### src/supervision_pkg.sv
// Constants, register map and carrier types for the supervision reaction block
package supervision_pkg;

    // ==========================================================
    // Register map (APB byte addresses)
    localparam logic [7:0] REG_FLAGS = 8'h00;
    localparam logic [7:0] REG_CTRL  = 8'h04;
    localparam logic [7:0] REG_SETPT = 8'h08;
    localparam logic [7:0] REG_STATE = 8'h0c;

    // ==========================================================
    // Reset-cause flag positions
    localparam int FLAG_W                      = 5;
    localparam int INTERNAL_SUPPLY_UV_FLAG_BIT = 0;
    localparam int CLOCK_FAIL_FLAG_BIT         = 1;
    localparam int LOGIC_SUPPLY_UV_FLAG_BIT    = 2;
    localparam int IO_SUPPLY_UV_FLAG_BIT       = 3;
    localparam int EXT_RESET_FLAG_BIT          = 4;

    // ==========================================================
    // Control register layout
    localparam int CTRL_W         = 8;
    localparam int CTRL_VALVE_LSB = 0;
    localparam int CTRL_PUMP_BIT  = 4;
    localparam int CTRL_LOAD_LSB  = 5;
    localparam int CTRL_CLKSTOP   = 7;
    localparam logic [CTRL_W-1:0] CTRL_RESET = 8'h00;

    // ==========================================================
    // Sizes and timing
    localparam int NUM_VALVES    = 4;
    localparam int NUM_LOADS     = 2;
    localparam int SETPT_W       = 8;
    localparam int CLK_PERIOD_NS = 20;
    localparam int EXT_FILTER_NS = 2000;
    localparam int EXT_FILTER_CYCLES = EXT_FILTER_NS / CLK_PERIOD_NS;
    localparam int RECOVERY_PERIOD_MS = 45;
    localparam int RECOVERY_CYCLES_DEF = RECOVERY_PERIOD_MS * 1000000 / CLK_PERIOD_NS;

    // ==========================================================
    // Reaction phases
    typedef enum logic [2:0] {
        PH_NORMAL  = 3'b001,
        PH_FAULT   = 3'b010,
        PH_RECOVER = 3'b100
    } phase_t;

    typedef struct packed {
        logic [NUM_VALVES-1:0] valve_drivers;
        logic                  pump_predriver;
        logic [NUM_LOADS-1:0]  resistive_load_driver;
    } drive_t;

    localparam int DRIVE_W = $bits(drive_t);

endpackage

### src/supervision_reaction.sv
// Reset and supply supervision reaction logic with an APB register slave
// What this block does
// - Normal operation after reset release, no fault
// - Internal undervoltage: reset low, clear, flag set
// - Internal undervoltage flag clears on first read
// - Clock fail: reset low, clear, flag set
// - Clock-fail flag clears on first read
// - Supply or external reset: clear, keep flags
// - Hold reset reaction through fault and recovery
// - Recovery starts after internal, logic and I/O supplies are good
// - Power undervoltage: no reset, clear setpoints
// - Every reset-cause flag clears on read
// - Clock monitor restarts after its flag clears
// - Release reset line after recovery period
// - Filter reset input glitches under two microseconds
//
// The implementer's own choices: the APB register port and the address map.
`timescale 1ns/1ps
module supervision_reaction
    import supervision_pkg::*;
#(
    parameter int RECOVERY_CYCLES = RECOVERY_CYCLES_DEF
) (
    input  wire logic                          pclk,
    input  wire logic                          presetn,
    input  wire logic                          psel,
    input  wire logic                          penable,
    input  wire logic                          pwrite,
    input  wire logic [7:0]                    paddr,
    input  wire logic [31:0]                   pwdata,
    output logic      [31:0]                   prdata,
    output logic                               pready,
    output logic                               pslverr,
    input  wire logic                          internal_supply_uv,
    input  wire logic                          logic_supply_uv,
    input  wire logic                          io_supply_uv,
    input  wire logic                          power_supply_uv,
    input  wire logic                          clock_fail_det,
    input  wire logic                          reset_line_n_in,
    output logic                               reset_line_n_out,
    output logic                               reset_line_n_oe_n,
    output logic                               clock_monitor_en,
    output drive_t                             drive,
    output logic      [NUM_VALVES*SETPT_W-1:0] valve_setpoint
);

    localparam int REC_W = $clog2(RECOVERY_CYCLES + 1);
    localparam int EXT_W = $clog2(EXT_FILTER_CYCLES + 1);
    localparam int SP_W  = NUM_VALVES * SETPT_W;

    typedef struct packed {
        phase_t            phase;
        logic [FLAG_W-1:0] flags;
        logic              locked;
        logic              int_drive;
        logic [CTRL_W-1:0] ctrl;
        logic [SP_W-1:0]   setpt;
        logic [REC_W-1:0]  rec_cnt;
        logic [EXT_W-1:0]  ext_cnt;
        logic              ext_active;
        logic              line_oe_n;
        logic              clk_mon_en;
        drive_t            drv;
        logic              pready;
        logic              pslverr;
        logic [31:0]       prdata;
    } state_t;

    state_t s;
    state_t next_s;

    logic access;
    logic rd_flags;
    logic clk_evt;
    logic int_fault;
    logic any_fault;
    logic [FLAG_W-1:0] set_flags;

    // ==========================================================
    // Event decode
    assign access    = psel && penable && !s.pready;
    assign rd_flags  = access && !pwrite && paddr == REG_FLAGS;
    assign clk_evt   = clock_fail_det && s.clk_mon_en;
    assign int_fault = internal_supply_uv || logic_supply_uv || io_supply_uv;
    assign any_fault = int_fault || clk_evt || s.ext_active;

    always_comb begin
        set_flags = '0;
        set_flags[LOGIC_SUPPLY_UV_FLAG_BIT] = logic_supply_uv;
        set_flags[IO_SUPPLY_UV_FLAG_BIT]    = io_supply_uv;
        set_flags[EXT_RESET_FLAG_BIT]       = s.ext_active;
    end

    // ==========================================================
    // Next state
    always_comb begin
        next_s = s;
        next_s.pready  = 1'b0;
        next_s.pslverr = 1'b0;

        // External reset filter, ignored while the device drives the line
        if (!reset_line_n_in && s.line_oe_n) begin
            if (s.ext_cnt != EXT_W'(EXT_FILTER_CYCLES)) begin
                next_s.ext_cnt = s.ext_cnt + 1'b1;
            end
            next_s.ext_active = (next_s.ext_cnt == EXT_W'(EXT_FILTER_CYCLES));
        end else begin
            next_s.ext_cnt    = '0;
            next_s.ext_active = 1'b0;
        end

        // APB access, answered one cycle into the access phase
        if (access) begin
            next_s.pready = 1'b1;
            next_s.prdata = '0;
            case (paddr)
                REG_FLAGS: begin
                    if (pwrite) begin
                        next_s.flags  = '0;
                        next_s.locked = 1'b0;
                    end else begin
                        next_s.prdata[FLAG_W-1:0] = s.flags;
                        next_s.flags = '0;
                    end
                end
                REG_CTRL: begin
                    if (pwrite && !s.locked) begin
                        next_s.ctrl = pwdata[CTRL_W-1:0];
                    end
                    next_s.prdata[CTRL_W-1:0] = s.ctrl;
                end
                REG_SETPT: begin
                    if (pwrite && !s.locked) begin
                        next_s.setpt = pwdata[SP_W-1:0];
                    end
                    next_s.prdata[SP_W-1:0] = s.setpt;
                end
                REG_STATE: begin
                    next_s.prdata[DRIVE_W+$bits(phase_t)+1:0] = {s.phase, s.int_drive, s.locked,
                        s.drv};
                end
                default: begin
                    next_s.pslverr = 1'b1;
                end
            endcase
        end

        // Fault effects override software, so a set wins over a clear
        if (internal_supply_uv) begin
            next_s.flags = '0;
            next_s.flags[INTERNAL_SUPPLY_UV_FLAG_BIT] = 1'b1;
        end else if (clk_evt) begin
            next_s.flags = '0;
            next_s.flags[INTERNAL_SUPPLY_UV_FLAG_BIT] = s.flags[INTERNAL_SUPPLY_UV_FLAG_BIT]
                && !rd_flags;
            next_s.flags[CLOCK_FAIL_FLAG_BIT] = 1'b1;
        end
        next_s.flags = next_s.flags | set_flags;
        if (any_fault) begin
            next_s.ctrl   = CTRL_RESET;
            next_s.setpt  = '0;
            next_s.locked = 1'b1;
        end
        if (power_supply_uv) begin
            next_s.setpt = '0;
            next_s.ctrl[CTRL_PUMP_BIT] = 1'b1;
        end

        // Reaction sequence
        case (s.phase)
            PH_NORMAL: begin
                if (any_fault) begin
                    next_s.phase = PH_FAULT;
                end
            end
            PH_FAULT: begin
                if (!any_fault) begin
                    next_s.phase   = PH_RECOVER;
                    next_s.rec_cnt = '0;
                end
            end
            PH_RECOVER: begin
                if (any_fault) begin
                    next_s.phase = PH_FAULT;
                end else if (s.rec_cnt == REC_W'(RECOVERY_CYCLES - 1)) begin
                    next_s.phase = PH_NORMAL;
                end else begin
                    next_s.rec_cnt = s.rec_cnt + 1'b1;
                end
            end
            default: begin
                next_s.phase = PH_FAULT;
            end
        endcase

        // Device drives the line only for its own causes
        if (int_fault || clk_evt) begin
            next_s.int_drive = 1'b1;
        end else if (next_s.phase == PH_NORMAL) begin
            next_s.int_drive = 1'b0;
        end
        next_s.line_oe_n = !next_s.int_drive;

        if (next_s.phase == PH_NORMAL) begin
            next_s.drv.valve_drivers         = next_s.ctrl[CTRL_VALVE_LSB +: NUM_VALVES];
            next_s.drv.pump_predriver        = next_s.ctrl[CTRL_PUMP_BIT];
            next_s.drv.resistive_load_driver = next_s.ctrl[CTRL_LOAD_LSB +: NUM_LOADS];
        end else begin
            next_s.drv = '0;
        end
        next_s.clk_mon_en = next_s.phase == PH_NORMAL && !next_s.ctrl[CTRL_CLKSTOP]
            && !next_s.flags[CLOCK_FAIL_FLAG_BIT];
    end

    always_ff @(posedge pclk or negedge presetn) begin
        if (!presetn) begin
            s <= '{phase: PH_NORMAL, ctrl: CTRL_RESET, line_oe_n: 1'b1, default: '0};
        end else begin
            s <= next_s;
        end
    end

    // ==========================================================
    // Outputs
    assign prdata            = s.prdata;
    assign pready            = s.pready;
    assign pslverr           = s.pslverr;
    assign reset_line_n_out  = s.int_drive && 1'b0;
    assign reset_line_n_oe_n = s.line_oe_n;
    assign clock_monitor_en  = s.clk_mon_en;
    assign drive             = s.drv;
    assign valve_setpoint    = s.setpt;

    // ==========================================================
    // Assertions
    property p_normal_follows_ctrl;
        @(posedge pclk) disable iff (!presetn)
        (s.phase == PH_NORMAL) |-> (drive.valve_drivers == s.ctrl[CTRL_VALVE_LSB +: NUM_VALVES]);
    endproperty
    a_normal_follows_ctrl: assert property (p_normal_follows_ctrl)
        else $error("valve outputs differ from control in normal phase");

    property p_int_uv;
        @(posedge pclk) disable iff (!presetn)
        (internal_supply_uv && !power_supply_uv) |=> (s.flags[INTERNAL_SUPPLY_UV_FLAG_BIT]
            && !reset_line_n_oe_n
            && drive == '0 && s.ctrl == CTRL_RESET);
    endproperty
    a_int_uv: assert property (p_int_uv)
        else $error("internal undervoltage reaction missing");

    property p_read_clears;
        @(posedge pclk) disable iff (!presetn)
        (rd_flags && !internal_supply_uv && !clk_evt && set_flags == '0) |=> (s.flags == '0);
    endproperty
    a_read_clears: assert property (p_read_clears)
        else $error("flags not cleared on read");

    property p_clk_fail;
        @(posedge pclk) disable iff (!presetn)
        (clk_evt && !internal_supply_uv) |=> (s.flags[CLOCK_FAIL_FLAG_BIT] && !reset_line_n_oe_n
            && !clock_monitor_en);
    endproperty
    a_clk_fail: assert property (p_clk_fail)
        else $error("clock fail reaction missing");

    property p_monitor_gated;
        @(posedge pclk) disable iff (!presetn)
        clock_monitor_en |-> (!s.flags[CLOCK_FAIL_FLAG_BIT] && s.phase == PH_NORMAL);
    endproperty
    a_monitor_gated: assert property (p_monitor_gated)
        else $error("clock monitor running with flag set");

    property p_supply_keep;
        @(posedge pclk) disable iff (!presetn)
        (logic_supply_uv && !internal_supply_uv && !clk_evt
            && !(access && paddr == REG_FLAGS)) |=>
            (s.flags == ($past(s.flags) | $past(set_flags)) && drive == '0);
    endproperty
    a_supply_keep: assert property (p_supply_keep)
        else $error("supply undervoltage lost a flag");

    property p_fault_holds;
        @(posedge pclk) disable iff (!presetn)
        any_fault |=> (s.phase == PH_FAULT) ##1 (drive == '0);
    endproperty
    a_fault_holds: assert property (p_fault_holds)
        else $error("fault did not hold reaction");

    property p_power_uv;
        @(posedge pclk) disable iff (!presetn)
        power_supply_uv |=> (s.setpt == '0 && s.ctrl[CTRL_PUMP_BIT]);
    endproperty
    a_power_uv: assert property (p_power_uv)
        else $error("power undervoltage reaction missing");

    property p_ext_filter;
        @(posedge pclk) disable iff (!presetn)
        $rose(s.ext_active) |-> ($past(s.ext_cnt) == EXT_W'(EXT_FILTER_CYCLES - 1));
    endproperty
    a_ext_filter: assert property (p_ext_filter)
        else $error("external reset accepted before filter time");

    property p_recovery_len;
        @(posedge pclk) disable iff (!presetn)
        ($past(s.phase) == PH_RECOVER && s.phase == PH_NORMAL) |->
            ($past(s.rec_cnt) == REC_W'(RECOVERY_CYCLES - 1));
    endproperty
    a_recovery_len: assert property (p_recovery_len)
        else $error("recovery period wrong length");

endmodule

### config.mk
export PLATFORM = sky130hd
export DESIGN_NAME = supervision_reaction
export DESIGN_NICKNAME = d
export VERILOG_FILES = /design/src/supervision_pkg.sv /design/src/supervision_reaction.sv
export SDC_FILE = /design/constraint.sdc
export NUM_CORES = 1
export LEC_CHECK = 0
export BUFFER_PORTS_ARGS = -buffer_cell sky130_fd_sc_hd__buf_4
export CORE_MARGIN = 3
export CORE_UTILIZATION = 46
export DETAILED_ROUTE_END_ITERATION = 8
export PLACE_DENSITY = 0.71
export SYNTH_ARGS = -nofsm -noshare
export SYNTH_HDL_FRONTEND = slang
export SYNTH_SLANG_ARGS = --single-unit
### constraint.sdc
create_clock -name pclk -period 6.58 [get_ports pclk]
set_clock_uncertainty 0.05 [all_clocks]
set_input_delay 1.316 -clock pclk [delete_from_list [all_inputs] [get_ports pclk]]
set_output_delay 1.316 -clock pclk [all_outputs]
set_load 0.1 [all_outputs]
After elaboration in Yosys (flattened, before gate mapping)
Index checks and enable logic that the tools add are counted.
Word-level totals
  flip-flop bits (word level): 123
Cells by class
  add/subtract/negate cells: 2
  equal/unequal tests: 13
  multiplexer cells: 36
  bitwise gates (word level): 1
  reductions and logical operators: 34
Operator list (count)
  two-way mux 32 bit: 3
  two-way mux 40 bit: 2
  two-way mux 22 bit: 3
  one-hot mux 22 bit (2 select lines): 1
  two-way mux 34 bit: 1
  two-way mux 8 bit: 3
  adder 22 x 1 -> 22 bit, second input constant: 1
  equality test 22 bit, second input constant: 1
  two-way mux 7 bit: 3
  two-way mux 20 bit: 1
  one-hot mux 5 bit (4 select lines): 1
  one-hot mux 3 bit (3 select lines): 2
  equality test 8 x 4 -> 1 bit, second input constant: 2
  two-way mux 5 bit: 3
  two-way mux 3 bit: 4
  two-way mux 6 bit: 2
  logical AND 1 bit: 10
  nonzero test 3 bit: 3
  equality test 8 x 3 -> 1 bit, second input constant: 1
  logical NOT 1 bit: 8
  logical NOT 8 bit: 1
  one-hot mux 4 bit (2 select lines): 1
  nonzero test 2 bit: 4
  adder 7 x 1 -> 7 bit, second input constant: 1
  12 further kinds: 24

Longest topological paths before layout
Gate-level depths: netlist (run 1).
  depth after elaboration: 11
  mapped depth: 8
  gate-level depth less buffers: 7

Worst setup path after synthesis (run 1)
Ideal clock, no wire load.
  kind: in2reg
  start: input clock_fail_det
  end: register s[63] (netlist bit)
  setup time: 0.078 ns
  data arrival time: 2.954 ns
  path slack: 3.498 ns
  stages on the path: 6
  buffers on the path: 1
  cell sequence: a2111o_1 nor4_4 o21ai_1 buf_2 or4_1 a21oi_1
On the way
  longest elaborated chain between the ends: 5
  elaborated cells on any way between the ends: 6
  classes of those cells: eq/ne: 2; reduce/logical: 4
Ends and longest elaborated chain
  start, declared: RTL line supervision_reaction.sv:38  | input wire logic clock_fail_det,
  logical AND 1 bit *: RTL line supervision_reaction.sv:83  | assign clk_evt = clock_fail_det && s.clk_mon_en;
  logical OR 1 bit * (2 in series): RTL line supervision_reaction.sv:85  | assign any_fault = int_fault || clk_evt || s.ext_active;
  != test 2 bit (no line)
  AND reduction 4 bit (no line) *
  end signal, assigned: RTL line supervision_reaction.sv:219  | s <= next_s;
  end, declared: RTL line supervision_reaction.sv:69  | state_t s;
Every way passes the cells marked *; elsewhere a longest branch is shown, timed or not.
A chain may end at the register's enable or synchronous reset.

Worst setup path after layout (run 1)
  start: input paddr[1]
  end: register s (netlist bit valve_setpoint[6])
On the way
  longest elaborated chain between the ends: 3
Ends and longest elaborated chain
  start, declared: RTL line supervision_reaction.sv:29  | input wire logic [7:0] paddr,
  equality test 8 x 4 -> 1 bit: RTL line supervision_reaction.sv:116  | case (paddr)
  nonzero test 3 bit (no line)
  AND reduction 3 bit (no line)
No other way between the ends.

==> results of run 1 <==
==> worst min-delay path by stage <==
stage                      start           endpoint  slack, ps
after global routing      s[118]             s[118]        440
after CTS                 s[117]             s[117]        430
after detailed placement  s[117]             s[117]        420
after floorplan           s[113]  reset_line_n_oe_n        360
after global placement    s[117]             s[117]        400
final                     s[118]             s[118]        430
==> power groups by stage <==
stage | clock, W | combinational (W) | sequential [W]
2_1_floorplan | 0 | 0.0000304 | 0.000780
5_1_grt | 0.000940 | 0.0000923 | 0.000762
4_1_cts | 0.000911 | 0.0000855 | 0.000762
3_5_place_dp | 0 | 0.0000854 | 0.000775
6_report | 0.000895 | 0.0000842 | 0.000762
3_3_place_gp | 0 | 0.0000848 | 0.000775
==> cell usage after synthesis, types with 3 or more instances <==
master / count / area share (%)
or4_1: 6 / 0.75
ha_1: 3 / 0.63
nor4bb_1: 3 / 0.50
and3_1: 9 / 0.94
a22oi_1: 4 / 0.50
nand4_1: 9 / 0.94
xor2_1: 12 / 1.8
o31ai_1: 7 / 0.88
o21ai_0: 17 / 1.4
a21o_1: 6 / 0.75
nor4_1: 5 / 0.52
a21oi_1: 52 / 4.3
a22o_1: 25 / 3.7
nand3_1: 22 / 1.8
inv_1: 10 / 0.63
nor2_1: 28 / 1.8
mux2i_1: 17 / 2.8
xnor2_1: 5 / 0.73
nand2_1: 85 / 5.3
or3_1: 3 / 0.31
a221oi_1: 4 / 0.58
dfrtp_1: 121 / 50
nand2b_1: 4 / 0.42
buf_4: 72 / 9.0
nor2b_1: 3 / 0.31
mux2_2: 3 / 0.56
clkbuf_1: 23 / 1.4
nor3_1: 10 / 0.83
==> layer usage <==
layer / GRT usage (%) / vias up / wire [µm]
li1: - / 2138 / -
met1: 28.8 / 2269 / 6450
met2: 31.9 / 203 / 6750
met3: 6.08 / 25 / 1240
met4: 8.66 / 0 / 271
met5: 0 / - / 0
==> sequential cells by signal, summed over array words and instances (netlist names) <==
signal and count:
s 48, pready 1, prdata 32, pslverr 1, reset_line_n_oe_n 1, clock_monitor_en 1, drive 7, valve_setpoint 32
==> cell families (layout without fill, tap and decap cells) <==
group | Yosys count | count (layout) | share of synthesized area [%]
AOI/OAI and AO/OA | 122 | 122 | 13.1
xor gates and xnor gates | 17 | 17 | 2.48
adders and majority gates | 3 | 3 | 0.626
buffers and inverters | 109 | 169 | 11.4
DFF | 123 | 123 | 51.4
muxes | 21 | 21 | 3.78
other | 1 | 1 | 0.0625
and+or+nand+nor | 205 | 205 | 17.3
==> worst register-to-register path, delay by kind of cell, from the launching register on <==
family | cells | cell delay, ps
flops | 1 | 430
compound gates | 3 | 1240
simple gates | 2 | 1230
==> layout make-up <==
cell class                 instances  area share, %
clock buffer                      23           6.73
clock inverter                     8           1.30
timing repair buffer             128           13.5
multi-input combinational        369           31.5
tap                              172           3.03
inverter                          10          0.529
sequential                       123           43.4
==> through the flow <==
step | instances | area (µm²)
after floorplan | 601 | 6000
final | 833 | 7100
after global routing | 833 | 7100
after CTS | 833 | 7100
after global placement | 802 | 6530
after detailed placement | 802 | 6530
==> results.ini, run 1 <==
[routing]
routedWlPerCell_um = 17.7
drt_iter0_drc = 477
totalWireLength_um = 14700
drc = 0
dr.pass1.iters = 5
vias_per_cell = 5.56
drtAntennaViolNets = 0
via_count = 4635

[pwr]
combPwrFrac_pct = 4.8
swShare_pct = 21.3
seq_power_share_pct = 43.8
clkPwrFrac_pct = 51.4
power_leakage_nw = 3.32
max-vdd-ir-drop_uv = 184
switching_power_w = 0.000371
power.density_mw_per_mm2 = 245
power.total_w = 0.00174
p_int_w = 0.00137

[finish]
drive_above_1_share_pct = 25.7
utilization_pct = 56.0
layout_commonest_cell = buf_4
diodes = 0
register_area_mm2 = 0.00308
most-common-layout-cells = 128 x buf_4, 121 x dfrtp_1, 85 x nand2_1
multi_input_area_mm2 = 0.00224
nFillCells = 1086
area_delta_synth_final_pct = 18.4
nNetsFinal = 703

[global_routing]
grt_pass1_wl_um = 23800
overflow = 0
grt_usage_pct = 21.2
grt_max_degree = 69
grt_pass1_vias = 4511
antenna_found_initial = 0

[worst_hold_path]
hp-class = flop to flop
hold_path_depth = 1

[die]
die_y_um = 120
num_rows = 41
core_area_mm2 = 0.0127
ioPinCount = 127
initial_core_util_pct = 47.3
die-area_mm2 = 0.0144
die_w_um = 120

[cts]
cts_tree = yes
cts_sinks = 123
cts_setup_buffers = 0
ctsLongestPathBuffers = 2
clock_latency_ps = 410
cts-resized-gates = 0
numCtsBuffers = 17
root_buffer = clkbuf_16
cts_htree_levels = 4
hold_buffers = 0
clk_pin_slew_ps = 50

[yosys]
syn_inst = 601
synth-edff-count = 0
synthArstFlopShare_pct = 100
yosysWarnings = 0
synth_flop_cell = dfrtp_1
ys_seq_area_share_pct = 51.4
yosysUniqueCellTypes = 54
syn_avg_cell_area_um2 = 9.98
synth_nets = 655
yosys_register_bits = 123
syn_area_mm2 = 0.00600

[critical_path]
r2r_slack_ps = 3540
path_depth = 6
cp-end-kind = flop
cp_top_family = simple AND/OR/NAND/NOR gates
timing.rr.end = s[60]
worst_r2r_path_depth = 5
cp.required_ps = 6760
crit_type = input port to flop
cp_max_fo = 32
r2r-start = clock_monitor_en
crit_buf_inv = 1
crit_arrival_ps = 4160
critPathCapture = valve_setpoint[6]
path_common_cell = nand2_1
path_cells = buf_4, nor4_2, and4b_1, nand2_1, nand2_1, a21oi_1
slowest_delay_ps = 920
cp-start-kind = input port
crit_slowest_cell = nand2_1
cp-startpoint = paddr[1]

[sta]
slew_violations = 0
hold_viol = 0
whs_ps = 431
clock.fmax_ghz = 0.251
rsz0062_at_grt = no
fin_ws_ps = 2600
timing.final.crit_share_pct = 60.4
tightest_slew_ps = 1210
final-setup-viol-count = 0
maxSlewHeadroom_pct = 18.9
setup_tns_ps = 0
min_period_ps = 3980

[place]
dp_slack_ps = 2220
port_buffers = 125
post-dp-hpwl_um = 10200
gp_congestion = 0.879

[outcome]
outcome = finished clean

[flow_run]
maxCapViolations = 0

Note: power is estimated with default switching activity, not from simulation.
==> run 2, diff against run 1 <==
PLACE_DENSITY = 0.74   (was 0.71)
clock period = 3.6 ns   (was 6.58 ns; I/O delays follow)
==> run 2 against run 1 <==
Clock power up 96%; critical path depth unchanged; combinational power up 89%; wire length up 4.4%; design area up 1.5%; non-clock buffer count up 7; core utilization up 0.86 points; power up 89%; worst setup slack worse by 1800 ps.
==> results.ini, run 2 (synthesis gave the netlist of run 1 again) <==
[sta]
maxSlewHeadroom_pct = 25.3
hold_viol = 0
final-setup-viol-count = 0
rsz0062_at_grt = no
min_period_ps = 2790
setup_tns_ps = 0
timing.final.crit_share_pct = 77.6
clock.fmax_ghz = 0.358
whs_ps = 280
tightest_slew_ps = 1110
slew_violations = 0

[finish]
drive_above_1_share_pct = 26.8
diodes = 0
most-common-layout-cells = 134 x buf_4, 121 x dfrtp_1, 85 x nand2_1
nNetsFinal = 710
nFillCells = 1110
largest_reg_flops = 48
area_delta_synth_final_pct = 20.2
layout_commonest_cell = buf_4
top_register = s

[routing]
totalWireLength_um = 15400
drc = 0
dr.pass1.iters = 5
via_count = 4782
drtAntennaViolNets = 0
vias_per_cell = 5.69
routedWlPerCell_um = 18.3
drt_iter0_drc = 491

[cts]
clk_pin_slew_ps = 50
hold_buffers = 0
cts_sinks = 123
cts-resized-gates = 0
cts_tree = yes
clock_latency_ps = 410
numCtsBuffers = 17
root_buffer = clkbuf_16
cts_htree_levels = 4
ctsLongestPathBuffers = 2
cts_setup_buffers = 0

[die]
die_y_um = 120
core_area_mm2 = 0.0127
die-area_mm2 = 0.0144
die_w_um = 120
num_rows = 41
ioPinCount = 127
initial_core_util_pct = 47.3

[pwr]
power_leakage_nw = 3.37
combPwrFrac_pct = 4.8
swShare_pct = 21.5
max-vdd-ir-drop_uv = 245
p_int_w = 0.00259
power.density_mw_per_mm2 = 458
switching_power_w = 0.000711
clkPwrFrac_pct = 53.0
power.total_w = 0.00330
seq_power_share_pct = 42.2

[place]
gp_congestion = 0.869
post-dp-hpwl_um = 10600
port_buffers = 125

[worst_hold_path]
hp-class = input port to asynchronous set/reset pin

[critical_path]
path_cells = nor4b_1, nand4_1, o21ai_1, inv_1, nand3_1, a21oi_1
slowest_delay_ps = 910
crit_slowest_cell = o21ai_1
cp.required_ps = 3840
crit_type = flop to flop
cp-end-kind = flop
cp-start-kind = flop
crit_arrival_ps = 3030
cp_max_fo = 20

[global_routing]
overflow = 0
grt_usage_pct = 21.5
grt_pass1_wl_um = 24600
grt_max_degree = 74
grt_pass1_vias = 4571
antenna_found_initial = 0

[outcome]
outcome = finished clean

[flow_run]
maxCapViolations = 0

==> run 2: cell types whose count changed in the layout (fill, tap and decap cells not counted), sizes merged <==
cell      delta
clkbuf       -1
clkinv       -1
buf          +7
clkinvlp     +2
bufinv       +1
==> run 2: final cells by class <==
class | count | area, µm² | area share, %
Clock buffer | 22 | 474 | 6.58
Tap cell | 172 | 215 | 2.99
Timing Repair Buffer | 135 | 1030 | 14.2
Clock inverter | 10 | 140 | 1.94
Multi-Input combinational cell | 369 | 2240 | 31.0
Sequential cell | 123 | 3080 | 42.7
Inverter | 10 | 37.5 | 0.521
==> run 2: final timing paths <==
path | end | start | cells past startpoint | slack (ps)
worst max-delay path | s[58] | s[58] | 6 | 810
worst min-delay path | valve_setpoint[15] | presetn | 1 | 280
worst max register to register | s[58] | s[58] | 6 | 810
worst min register to register | reset_line_n_oe_n | s[113] | 1 | 420
max in group asynchronous | reset_line_n_oe_n | presetn | 2 | 2350
min in group pclk | reset_line_n_oe_n | s[113] | 1 | 420
==> run 2: metrics by stage <==
step | setup WS [ps] | util (%) | cell area (µm²) | std cells
detailed placement | 605 | 52.0 | 6600 | 809
global route | 506 | 56.9 | 7210 | 841
floorplan | 976 | - | 6000 | 601
global placement | 673 | 52.0 | 6600 | 809
finish | 806 | 56.9 | 7210 | 841
CTS | 854 | 56.9 | 7210 | 841
==> run 2: critical path, delay by kind of cell, from the launching register on <==
kind                   cells  cell delay [ps]
AO/OA/AOI/OAI              2              980
AND/OR/NAND/NOR            3              960
flip-flops                 1              460
buffers and inverters      1              220
==> run 2: routing by layer <==
layer / track usage (%) / vias up / share of wire [%]
li1: - / 2157 / -
met2: 34.6 / 210 / 48
met1: 29.4 / 2397 / 43
met4: 6.08 / 0 / 1.7
met3: 4.96 / 18 / 7.5
met5: 0 / - / 0
==> run 2: power by group through the flow <==
stage,logic (W),registers (W),clock network [W]
floorplan,0.0000556,0.00143,0
global placement,0.000158,0.00142,0
detailed placement,0.000160,0.00142,0
CTS,0.000161,0.00139,0.00177
global route,0.000173,0.00139,0.00184
finish,0.000159,0.00139,0.00175
